**config.mk**
```make
export PLATFORM = sky130hd
export DESIGN_NAME = icm_monitor
export DESIGN_NICKNAME = d
export VERILOG_FILES = /design/src/rtl/icm_pkg.sv /design/src/rtl/icm_monitor.sv /design/src/rtl/icm_cond_detect.sv /design/src/rtl/icm_slave_rx.sv
export SDC_FILE = /design/constraint.sdc
export NUM_CORES = 1
export LEC_CHECK = 0
export BUFFER_PORTS_ARGS = -buffer_cell sky130_fd_sc_hd__buf_2
export CELL_PAD_IN_SITES_DETAIL_PLACEMENT = 0
export CELL_PAD_IN_SITES_GLOBAL_PLACEMENT = 2
export CORE_AREA = 10 10 127 117
export DETAILED_ROUTE_END_ITERATION = 8
export DIE_AREA = 0 0 137 127
export HOLD_SLACK_MARGIN = 0.06
export PLACE_DENSITY_LB_ADDON = 0.3
export SYNTH_ARGS = -nofsm -noshare
export SYNTH_HDL_FRONTEND = slang
export SYNTH_HIERARCHICAL = 1
export SYNTH_SLANG_ARGS = --single-unit
export TNS_END_PERCENT = 10
```
**constraint.sdc**
```tcl
create_clock -name CLK -period 3.2 [get_ports CLK]
set_clock_uncertainty 0.05 [all_clocks]
set_input_delay 0.32 -clock CLK [delete_from_list [all_inputs] [get_ports CLK]]
set_output_delay 0.32 -clock CLK [all_outputs]
set_load 0.02 [all_outputs]
```
**src/rtl/icm_pkg.sv**
```systemverilog
package icm_pkg;
  // register addresses
  localparam logic [7:0] ADDR_IRQ_CTRL = 8'h0B;
  localparam logic [7:0] ADDR_PIR    = 8'h0C;
  localparam logic [7:0] ADDR_BUF    = 8'h13;
  localparam logic [7:0] ADDR_CON    = 8'h14;
  localparam logic [7:0] ADDR_DIR    = 8'h87;
  localparam logic [7:0] ADDR_PIE    = 8'h8C;
  localparam logic [7:0] ADDR_ADD    = 8'h93;
  localparam logic [7:0] ADDR_STAT   = 8'h94;
  localparam logic [7:0] ADDR_LATCH  = 8'h07;
  // reset values
  localparam logic [7:0] RST_CON  = 8'h00;
  localparam logic [7:0] RST_STAT = 8'h00;
  localparam logic [7:0] RST_DIR  = 8'hFF;
  localparam logic [7:0] RST_ADD  = 8'h00;
  localparam logic [7:0] RST_ZERO = 8'h00;
  // field positions
  localparam int GLB_EN_BIT   = 7;
  localparam int PER_EN_BIT   = 6;
  localparam int IRQ_BIT      = 3;
  localparam int COLLIDE_BIT  = 7;
  localparam int OV_BIT       = 6;
  localparam int EN_BIT       = 5;
  localparam int REL_CLK_BIT  = 4;
  localparam int SAMPLE_BIT   = 7;
  localparam int CKE_BIT  = 6;
  localparam int DA_BIT   = 5;
  localparam int P_BIT    = 4;
  localparam int S_BIT    = 3;
  localparam int RW_BIT   = 2;
  localparam int ADDR_UPD_BIT = 1;
  localparam int FULL_BIT     = 0;
  localparam int SDA_BIT  = 4;
  localparam int SCL_BIT  = 3;
  // port mode field
  localparam logic [3:0] MODE_SLV7     = 4'h6;
  localparam logic [3:0] MODE_SLV10    = 4'h7;
  localparam logic [3:0] MODE_FWMASTER = 4'hB;
  localparam logic [3:0] MODE_SLV7_SP  = 4'hE;
  localparam logic [3:0] MODE_SLV10_SP = 4'hF;
  localparam int          MODE_LO  = 0;
  localparam int          MODE_W   = 4;
endpackage : icm_pkg

```
**src/rtl/icm_monitor.sv**
```systemverilog
`timescale 1ns/1ps
module icm_monitor (
  // clock and reset
  input  wire logic       CLK,
  input  wire logic       NRST,
  // register port
  input  wire logic [7:0] ADDR,
  input  wire logic [7:0] WDATA,
  input  wire logic       WR,
  input  wire logic       RD,
  output logic      [7:0] RDATA,
  // clock line pin
  input  wire logic       SCL_IN,
  output logic            SCL_OUT,
  output logic            SCL_OE,
  // data line pin
  input  wire logic       SDA_IN,
  output logic            SDA_OUT,
  output logic            SDA_OE,
  // interrupt
  output logic            IRQ
);
  typedef struct packed {
    logic [7:0] ictl;
    logic [7:0] pir;
    logic [7:0] pie;
    logic [7:0] buffer;
    logic [7:0] con;
    logic [7:0] stat;
    logic [7:0] dir;
    logic [7:0] latch;
    logic [7:0] addr;
    logic [7:0] rdata;
    logic       scl_oe;
    logic       sda_oe;
    logic       irq;
  } icm_state_t;

  icm_state_t st;
  icm_state_t next_st;

  logic       port_on;
  logic       mode_i2c;
  logic       slave_on;
  logic       start_ev;
  logic       stop_ev;
  logic       rx_done;
  logic [7:0] rx_data;
  logic       rx_is_addr;
  logic       rx_hit;
  logic       rx_ack;
  logic [3:0] mode;

  assign mode     = st.con[icm_pkg::MODE_LO +: icm_pkg::MODE_W];
  assign port_on  = st.con[icm_pkg::EN_BIT];
  assign mode_i2c = (mode == icm_pkg::MODE_SLV7) || (mode == icm_pkg::MODE_SLV10)
                 || (mode == icm_pkg::MODE_FWMASTER) || (mode == icm_pkg::MODE_SLV7_SP)
                 || (mode == icm_pkg::MODE_SLV10_SP);
  // slave logic stays idle in firmware-master mode
  assign slave_on = port_on && mode_i2c && (mode != icm_pkg::MODE_FWMASTER);

  icm_cond_detect u_cond (
    .clk        (CLK),
    .nrst       (NRST),
    .clear      (!(port_on && mode_i2c)),
    .scl        (SCL_IN),
    .sda        (SDA_IN),
    .start_seen (start_ev),
    .stop_seen  (stop_ev)
  );

  icm_slave_rx u_rx (
    .clk        (CLK),
    .nrst       (NRST),
    .active     (slave_on),
    .own_addr   (st.addr[7:1]),
    .start_seen (start_ev),
    .stop_seen  (stop_ev),
    .scl        (SCL_IN),
    .sda        (SDA_IN),
    .byte_done  (rx_done),
    .byte_data  (rx_data),
    .is_addr    (rx_is_addr),
    .addr_hit   (rx_hit),
    .ack_drive  (rx_ack)
  );

  always_comb begin
    next_st = st;
    // register writes
    if (WR) begin
      case (ADDR)
        icm_pkg::ADDR_IRQ_CTRL: next_st.ictl = WDATA;
        icm_pkg::ADDR_PIR:    next_st.pir    = WDATA;
        icm_pkg::ADDR_PIE:    next_st.pie    = WDATA;
        icm_pkg::ADDR_BUF:    next_st.buffer = WDATA;
        icm_pkg::ADDR_CON:    next_st.con    = WDATA;
        icm_pkg::ADDR_DIR:    next_st.dir    = WDATA;
        icm_pkg::ADDR_LATCH:  next_st.latch  = WDATA;
        icm_pkg::ADDR_ADD:    next_st.addr   = WDATA;
        icm_pkg::ADDR_STAT: begin
          next_st.stat[icm_pkg::SAMPLE_BIT] = WDATA[icm_pkg::SAMPLE_BIT];
          next_st.stat[icm_pkg::CKE_BIT] = WDATA[icm_pkg::CKE_BIT];
        end
        default: begin
        end
      endcase
    end
    // reading the buffer empties it
    if (RD && ADDR == icm_pkg::ADDR_BUF) begin
      next_st.stat[icm_pkg::FULL_BIT] = 1'b0;
    end
    // received bytes from slave logic
    if (rx_done) begin
      if (st.stat[icm_pkg::FULL_BIT] || st.con[icm_pkg::OV_BIT]) begin
        next_st.con[icm_pkg::OV_BIT] = 1'b1;
      end else begin
        next_st.buffer                 = rx_data;
        next_st.stat[icm_pkg::FULL_BIT] = 1'b1;
        next_st.stat[icm_pkg::DA_BIT]  = !rx_is_addr;
      end
      next_st.pir[icm_pkg::IRQ_BIT] = 1'b1;
    end
    // bus condition flags
    if (start_ev) begin
      next_st.stat[icm_pkg::S_BIT] = 1'b1;
      next_st.stat[icm_pkg::P_BIT] = 1'b0;
      next_st.pir[icm_pkg::IRQ_BIT] = 1'b1;
    end
    if (stop_ev) begin
      next_st.stat[icm_pkg::P_BIT] = 1'b1;
      next_st.stat[icm_pkg::S_BIT] = 1'b0;
      // stop raises the flag, so enabling while busy fires here
      next_st.pir[icm_pkg::IRQ_BIT] = 1'b1;
    end
    if (!port_on) begin
      next_st.stat[icm_pkg::S_BIT] = 1'b0;
      next_st.stat[icm_pkg::P_BIT] = 1'b0;
    end
    // read data, one cycle later
    next_st.rdata = icm_pkg::RST_ZERO;
    if (RD) begin
      case (ADDR)
        icm_pkg::ADDR_IRQ_CTRL: next_st.rdata = st.ictl;
        icm_pkg::ADDR_PIR:    next_st.rdata = st.pir;
        icm_pkg::ADDR_PIE:    next_st.rdata = st.pie;
        icm_pkg::ADDR_BUF:    next_st.rdata = st.buffer;
        icm_pkg::ADDR_CON:    next_st.rdata = st.con;
        icm_pkg::ADDR_DIR:    next_st.rdata = st.dir;
        icm_pkg::ADDR_LATCH:  next_st.rdata = st.latch;
        icm_pkg::ADDR_ADD:    next_st.rdata = st.addr;
        icm_pkg::ADDR_STAT:   next_st.rdata = st.stat;
        default:              next_st.rdata = icm_pkg::RST_ZERO;
      endcase
    end
    // pins: output direction drives low, input floats; slave ack pulls data low
    next_st.scl_oe = !next_st.dir[icm_pkg::SCL_BIT];
    next_st.sda_oe = !next_st.dir[icm_pkg::SDA_BIT] || (rx_ack && slave_on);
    next_st.irq    = next_st.ictl[icm_pkg::GLB_EN_BIT] && next_st.ictl[icm_pkg::PER_EN_BIT]
                  && next_st.pir[icm_pkg::IRQ_BIT] && next_st.pie[icm_pkg::IRQ_BIT];
  end

  always_ff @(posedge CLK or negedge NRST) begin
    if (!NRST) begin
      st <= '{ictl: icm_pkg::RST_ZERO, pir: icm_pkg::RST_ZERO, pie: icm_pkg::RST_ZERO,
              buffer: icm_pkg::RST_ZERO, con: icm_pkg::RST_CON, stat: icm_pkg::RST_STAT,
              dir: icm_pkg::RST_DIR, latch: icm_pkg::RST_ZERO, addr: icm_pkg::RST_ADD,
              rdata: icm_pkg::RST_ZERO, scl_oe: 1'b0, sda_oe: 1'b0, irq: 1'b0};
    end else begin
      st <= next_st;
    end
  end

  // driven level is always low regardless of the latch
  assign SCL_OUT = 1'b0;
  assign SDA_OUT = 1'b0;
  assign SCL_OE  = st.scl_oe;
  assign SDA_OE  = st.sda_oe;
  assign RDATA   = st.rdata;
  assign IRQ     = st.irq;
endmodule : icm_monitor

```
**src/rtl/icm_cond_detect.sv**
```systemverilog
`timescale 1ns/1ps
module icm_cond_detect (
  // clock and reset
  input  wire logic clk,
  input  wire logic nrst,
  // control
  input  wire logic clear,
  // bus lines
  input  wire logic scl,
  input  wire logic sda,
  // events
  output logic      start_seen,
  output logic      stop_seen
);
  typedef struct packed {
    logic scl_q;
    logic sda_q;
    logic start_seen;
    logic stop_seen;
  } icm_cd_state_t;

  icm_cd_state_t st;
  icm_cd_state_t next_st;

  always_comb begin
    next_st            = st;
    next_st.scl_q      = scl;
    next_st.sda_q      = sda;
    // start: data falls while clock high; stop: data rises while clock high
    next_st.start_seen = !clear && st.scl_q && scl && st.sda_q && !sda;
    next_st.stop_seen  = !clear && st.scl_q && scl && !st.sda_q && sda;
  end

  always_ff @(posedge clk or negedge nrst) begin
    if (!nrst) begin
      st <= '{scl_q: 1'b1, sda_q: 1'b1, start_seen: 1'b0, stop_seen: 1'b0};
    end else begin
      st <= next_st;
    end
  end

  assign start_seen = st.start_seen;
  assign stop_seen  = st.stop_seen;
endmodule : icm_cond_detect

```
**src/rtl/icm_slave_rx.sv**
```systemverilog
`timescale 1ns/1ps
module icm_slave_rx (
  // clock and reset
  input  wire logic       clk,
  input  wire logic       nrst,
  // control
  input  wire logic       active,
  input  wire logic [6:0] own_addr,
  input  wire logic       start_seen,
  input  wire logic       stop_seen,
  // bus lines
  input  wire logic       scl,
  input  wire logic       sda,
  // results
  output logic            byte_done,
  output logic [7:0]      byte_data,
  output logic            is_addr,
  output logic            addr_hit,
  output logic            ack_drive
);
  typedef enum logic [1:0] {IDLE, SHIFT, ACK, SKIP} icm_rx_phase_t;
  typedef struct packed {
    icm_rx_phase_t phase;
    logic          scl_q;
    logic [3:0]    cnt;
    logic [7:0]    sh;
    logic          first;
    logic          hit;
    logic          ack;
    logic          done;
  } icm_rx_state_t;

  icm_rx_state_t st;
  icm_rx_state_t next_st;
  logic          rise;
  logic          fall;

  always_comb begin
    next_st       = st;
    next_st.scl_q = scl;
    next_st.done  = 1'b0;
    rise          = scl && !st.scl_q;
    fall          = !scl && st.scl_q;
    if (!active || stop_seen) begin
      next_st.phase = IDLE;
      next_st.ack   = 1'b0;
    end else if (start_seen) begin
      // a start restarts reception only while active; the monitor holds active low in firmware-master mode
      next_st.phase = SHIFT;
      next_st.cnt   = 4'h0;
      next_st.first = 1'b1;
      next_st.hit   = 1'b0;
      next_st.ack   = 1'b0;
    end else begin
      case (st.phase)
        IDLE: begin
          next_st.ack = 1'b0;
        end
        SHIFT: begin
          if (rise) begin
            next_st.sh  = {st.sh[6:0], sda};
            next_st.cnt = st.cnt + 4'h1;
          end
          if (fall && st.cnt == 4'h8) begin
            next_st.done = st.first ? (st.sh[7:1] == own_addr) : st.hit;
            if (st.first) begin
              next_st.hit = (st.sh[7:1] == own_addr);
            end
            // acknowledge an address that matches, and each data byte after a match
            next_st.ack   = st.first ? (st.sh[7:1] == own_addr) : st.hit;
            next_st.phase = ACK;
          end
        end
        ACK: begin
          if (fall) begin
            next_st.ack   = 1'b0;
            next_st.first = 1'b0;
            next_st.cnt   = 4'h0;
            next_st.phase = st.hit ? SHIFT : SKIP;
          end
        end
        SKIP: begin
          next_st.ack = 1'b0;
        end
        default: begin
          next_st.phase = IDLE;
        end
      endcase
    end
  end

  always_ff @(posedge clk or negedge nrst) begin
    if (!nrst) begin
      st <= '{phase: IDLE, scl_q: 1'b1, cnt: 4'h0, sh: 8'h00, first: 1'b0, hit: 1'b0, ack: 1'b0, done: 1'b0};
    end else begin
      st <= next_st;
    end
  end

  assign byte_done = st.done;
  assign byte_data = st.sh;
  assign is_addr   = st.first;
  assign addr_hit  = st.hit;
  assign ack_drive = st.ack;
endmodule : icm_slave_rx

```
; ---- Word level (Yosys, flattened, before mapping)
; Cells that the tools add are included.
; Widths: inputs -> output; s select.
[word_totals]
out_inout_bits = 13
reg_bits = 103
elab_cells = 162
in_bits = 22
[classes]
mux = 47
eq_ne = 25
addsub = 1
bitwise_logic = 3
reduce_logical = 54
[op_table]
columns = cell, n
row1 = $mux 8, 10
row2 = $pmux 8 s9, 1
row3 = $mux 42, 1
row4 = $eq 8x8->1 const B, 4
row5 = $mux 21, 1
row6 = $reduce_and 2->1, 10
row7 = $mux 2, 9
row8 = $eq 4x4->1 const B, 4
row9 = $eq 8x4->1 const B, 2
row10 = $eq 8x5->1 const B, 2
row11 = $logic_and 1x1->1, 16
row12 = $mux 1, 16
row13 = $mux 12, 1
row14 = $reduce_and 3->1, 3
row15 = $eq 4x3->1 const B, 2
row16 = $eq 8x3->1 const B, 1
row17 = $logic_not 1->1, 8
row18 = $mux 4, 2
row19 = $ne 4x2->1 const B, 2
row20 = $pmux 4 s2, 1
row21 = $reduce_and 4->1, 2
row22 = $reduce_bool 2->1, 4
row23 = $eq 7x7->1, 1
row24 = $logic_or 1x1->1, 7
row25 = 15 further kinds, 20

; ---- Logic depth before layout (Yosys ltp)
[depth]
ltp_word = 11
mapped_depth = 6

; ---- By module
; Netlist, hierarchy kept.
[modules_own_cells]
columns = mod, n_inst, area_per_inst_um2, cells_each
row1 = icm_monitor, 1, 4095.2, 337
row2 = icm_slave_rx, 1, 1128.6, 101
row3 = icm_cond_detect, 1, 147.6, 7

; ---- Worst setup path before layout
; OpenSTA, ideal clock, no wires.
[synth_timing]
path_type = input to register
start = input port ADDR[5]
end = register st, in the netlist IRQ
arrival_time_ps = 1668
cell_stages = 6
setup_ps = 122
required_time_ps = 3028
slack_ps = 1361
cell_sequence = buf_2 nor4_4 buf_4 nand4_2 mux2_2 o2111a_1
[synth_lines]
columns = element, line
row1 = "start, declared", icm_monitor.sv:7  ; input wire logic [7:0] ADDR,
row2 = "end signal, assigned", icm_monitor.sv:165  ; st <= '{ictl: icm_pkg::RST_ZERO, pir: icm_pkg::RST_ZERO, pie: icm_pkg::RST_ZERO,
row3 = "end signal, assigned", icm_monitor.sv:170  ; st <= next_st;
row4 = "end, declared", icm_monitor.sv:39  ; icm_state_t st;

==> results.md <==
* Status: finished clean
* Post-Syn Area at 0.00537 mm^2
* Max VDD drop at 0.360 mV
* Nets at 487
* Worst path max stage delay at 690 ps
* Buffers inserted by post-CTS timing repair at 0
* Period utilization at 0.623
* Share of synthesized registers carrying an async set or reset at 1.00
* Root Buffer: clkbuf_16
* Clk slew on worst S/H paths at 70 ps
* Switching share of total power at 0.248
* Crit path max-delay family: simple AND/OR/NAND/NOR gates
* Vias in the first global route at 3752
* DRC at 0
* IO Pins at 35
* Net Sw Power at 0.668 mW
* ANT nets after route at 0
* Critical Path RT at 3440 ps
* DRT Pass-1 Iters at 5
* Combinational power share at 0.074
* I/O Buffers at 32
* P_int at 2.02 mW
* Largest net degree at the start of global routing at 64
* Final HPWL DP at 10200 um
* Number of diodes at 0
* Register area share after synthesis at 0.487
* Die area at 0.0174 mm^2
* Die Y at 127 um
* Antenna violations before repair at 0
* GRT overflow at 0
* Htree depth at 3
* WP buf/inv at 1
* Number of buffers created by CTS at 9
* First-pass GRT wire length at 22100 um
* Fmax at 0.502 GHz
* Vias at 3676
* Min Tclk post-route at 1990 ps
* Final Cell Area at 0.00591 mm^2
* Setup TNS at 0 ps
* P per Cell Area at 455 mW/mm^2
* Max clock buf depth at 2
* Gr usage total at 0.166
* Cell Chain, Critical Path: buf_2 -> nor4b_4 -> nand3_2 -> mux2_2 -> nand2_1
* Top cells by area, synth: dfrtp_1 43%, mux2_2 14%, dfstp_2 5.4%
* Top-area cell type share of the netlist area at 0.433
* Cell row count at 39
* CTS resizes at 0
* Most frequent cells in the layout: 93 x dfrtp_1, 69 x mux2_2, 31 x buf_2
* Commonest non-fill, non-tap cell in the layout: dfrtp_1
* RSZ-0062 raised after global routing: false
* YS warnings at 6
* Hold Fails Final Rpt at 0
* TritonCTS clock tree: done
* Setup CP Type: primary input to flop
* Endpoint class of the critical path: flop
* Post-synthesis cell count at 445
* Register share of total power at 0.519
* Worst path slowest cell: nor4b_4
* Routed length per instance at 22.2 um
* Initial DRC Count at 368
* Clock share of power at 0.407
* Layout area overhead at 9.97%
* Via density at 5.84
* Placed Area at 0.00559 mm^2
* Pins Over Slew Limit at 0
* Post-layout util at 0.477
* RePlAce Congestion at 0.856
* Worst hold stages at 1
* WHS at 107 ps
* Post-Syn Area per Cell at 12.1 um^2
* # hold bufs at CTS at 2
* Yosys cell types at 74
* Synth area leader: dfrtp_1
* Primary FF master, synth: dfrtp_1
* FF-to-FF path depth at 4
* Final total power at 2.69 mW
* Critical Path Stages at 5
* Sink Count at 104
* Critical path arrival at 2230 ps
* Endpoints failing setup at 0
* Max-cap viol count at 0
* Die Wd at 137 um
* Ratio of cells with drive above 1 in the final layout at 0.348
* Clk_lat worst skew at 350 ps
* Routed WL at 14000 um
* Seq cells post-synth at 104
* Starting Density at 0.433
* Crit path launch type: primary input
* Tightest Pin Transition at 1010 ps
* Post-synth EDFFs at 0
* Leakage power at 2.73 nW
* Relative slew slack at 0.326
* Max FO, Critical Path at 15
* Placeable Area at 0.0124 mm^2
* Path type of the worst min-delay path: primary input to flop
[cell usage after synthesis (all sizes together), types with 8 or more instances]
cell and instances:
nand2 25, mux2 69, inv 10, dfstp 11
clkbuf 12, nand3 14, and3 9, nor3b 9
a22o 8, buf 25, dfrtp 93, mux2i 10
o21ai 17, nand4 8
[power by group through the flow]
stage	registers, mW	clock network [mW]	logic (mW)
6_report	1.40	1.09	0.199
5_1_grt	1.40	1.17	0.220
4_1_cts	1.40	1.13	0.200
3_5_place_dp	1.42	0	0.198
3_3_place_gp	1.42	0	0.195
2_1_floorplan	1.41	0	0.110
[layout make-up]
| class | count | area, um^2 |
|---|---|---|
| clock buffers | 11 | 253 |
| clock inverters | 5 | 45.0 |
| fillers | 1146 | 6490 |
| inverters | 10 | 37.5 |
| multi-input cells | 295 | 2510 |
| flip-flops and latches | 104 | 2620 |
| well taps | 164 | 205 |
| repair buffers | 40 | 240 |
[worst register-to-register path: cells and delay by family, from the launching register on]
kind	cells	cell delay, ps
simple gates	3	860
flops	1	460
mux	1	370
[metrics by stage]
stage,worst slack (ps),cells
6_report,1210,629
5_1_grt,1110,629
4_1_cts,1240,629
3_5_place_dp,855,611
3_3_place_gp,915,611
2_1_floorplan,1360,446
[state kept, by name (all words and copies together), names as in the netlist]
name               count
st                    65
u_cond/stop_seen       1
u_rx/byte_done         1
mode                   4
u_cond/start_seen      1
u_rx/st                7
u_rx/is_addr           1
SCL_OE                 1
SDA_OE                 1
port_on                1
u_rx/ack_drive         1
u_cond/st              2
IRQ                    1
u_rx/addr_hit          1
u_rx/byte_data         8
RDATA                  8
[layer usage]
layer | wire, um | GRT usage | part of all wire
met5 | 0 | 0 | 0
met4 | 199 | 0.0434 | 0.014
met3 | 813 | 0.0451 | 0.058
met2 | 6070 | 0.230 | 0.43
met1 | 6910 | 0.247 | 0.49
[logic make-up after synthesis]
kind of cell	Yosys count	share of synthesized area
flops	104	0.487
mux	79	0.163
xor+xnor	7	0.0114
fa+ha+maj	5	0.0116
compound gates	78	0.108
other cells	1	0.000698
buf+inv	47	0.0473
simple gates	124	0.170
[final timing paths]
check	slack, ps	start	endpoint
worst max-delay path	1210	ADDR[7]	SDA_OE$_DFF_PN0_
worst min-delay path	110	SCL_IN	u_cond/st[3]$_DFF_PN1_
worst max register to register	1340	mode[1]$_DFFE_PN0P_	u_rx/byte_data[2]$_DFFE_PN0P_
worst min register to register	460	st[24]$_DFFE_PN0P_	st[24]$_DFFE_PN0P_
max in group asynchronous	1870	NRST	st[30]$_DFF_PN1_
min in group asynchronous	450	NRST	RDATA[6]$_DFF_PN0_
Note: power is estimated with default switching activity, not from simulation.
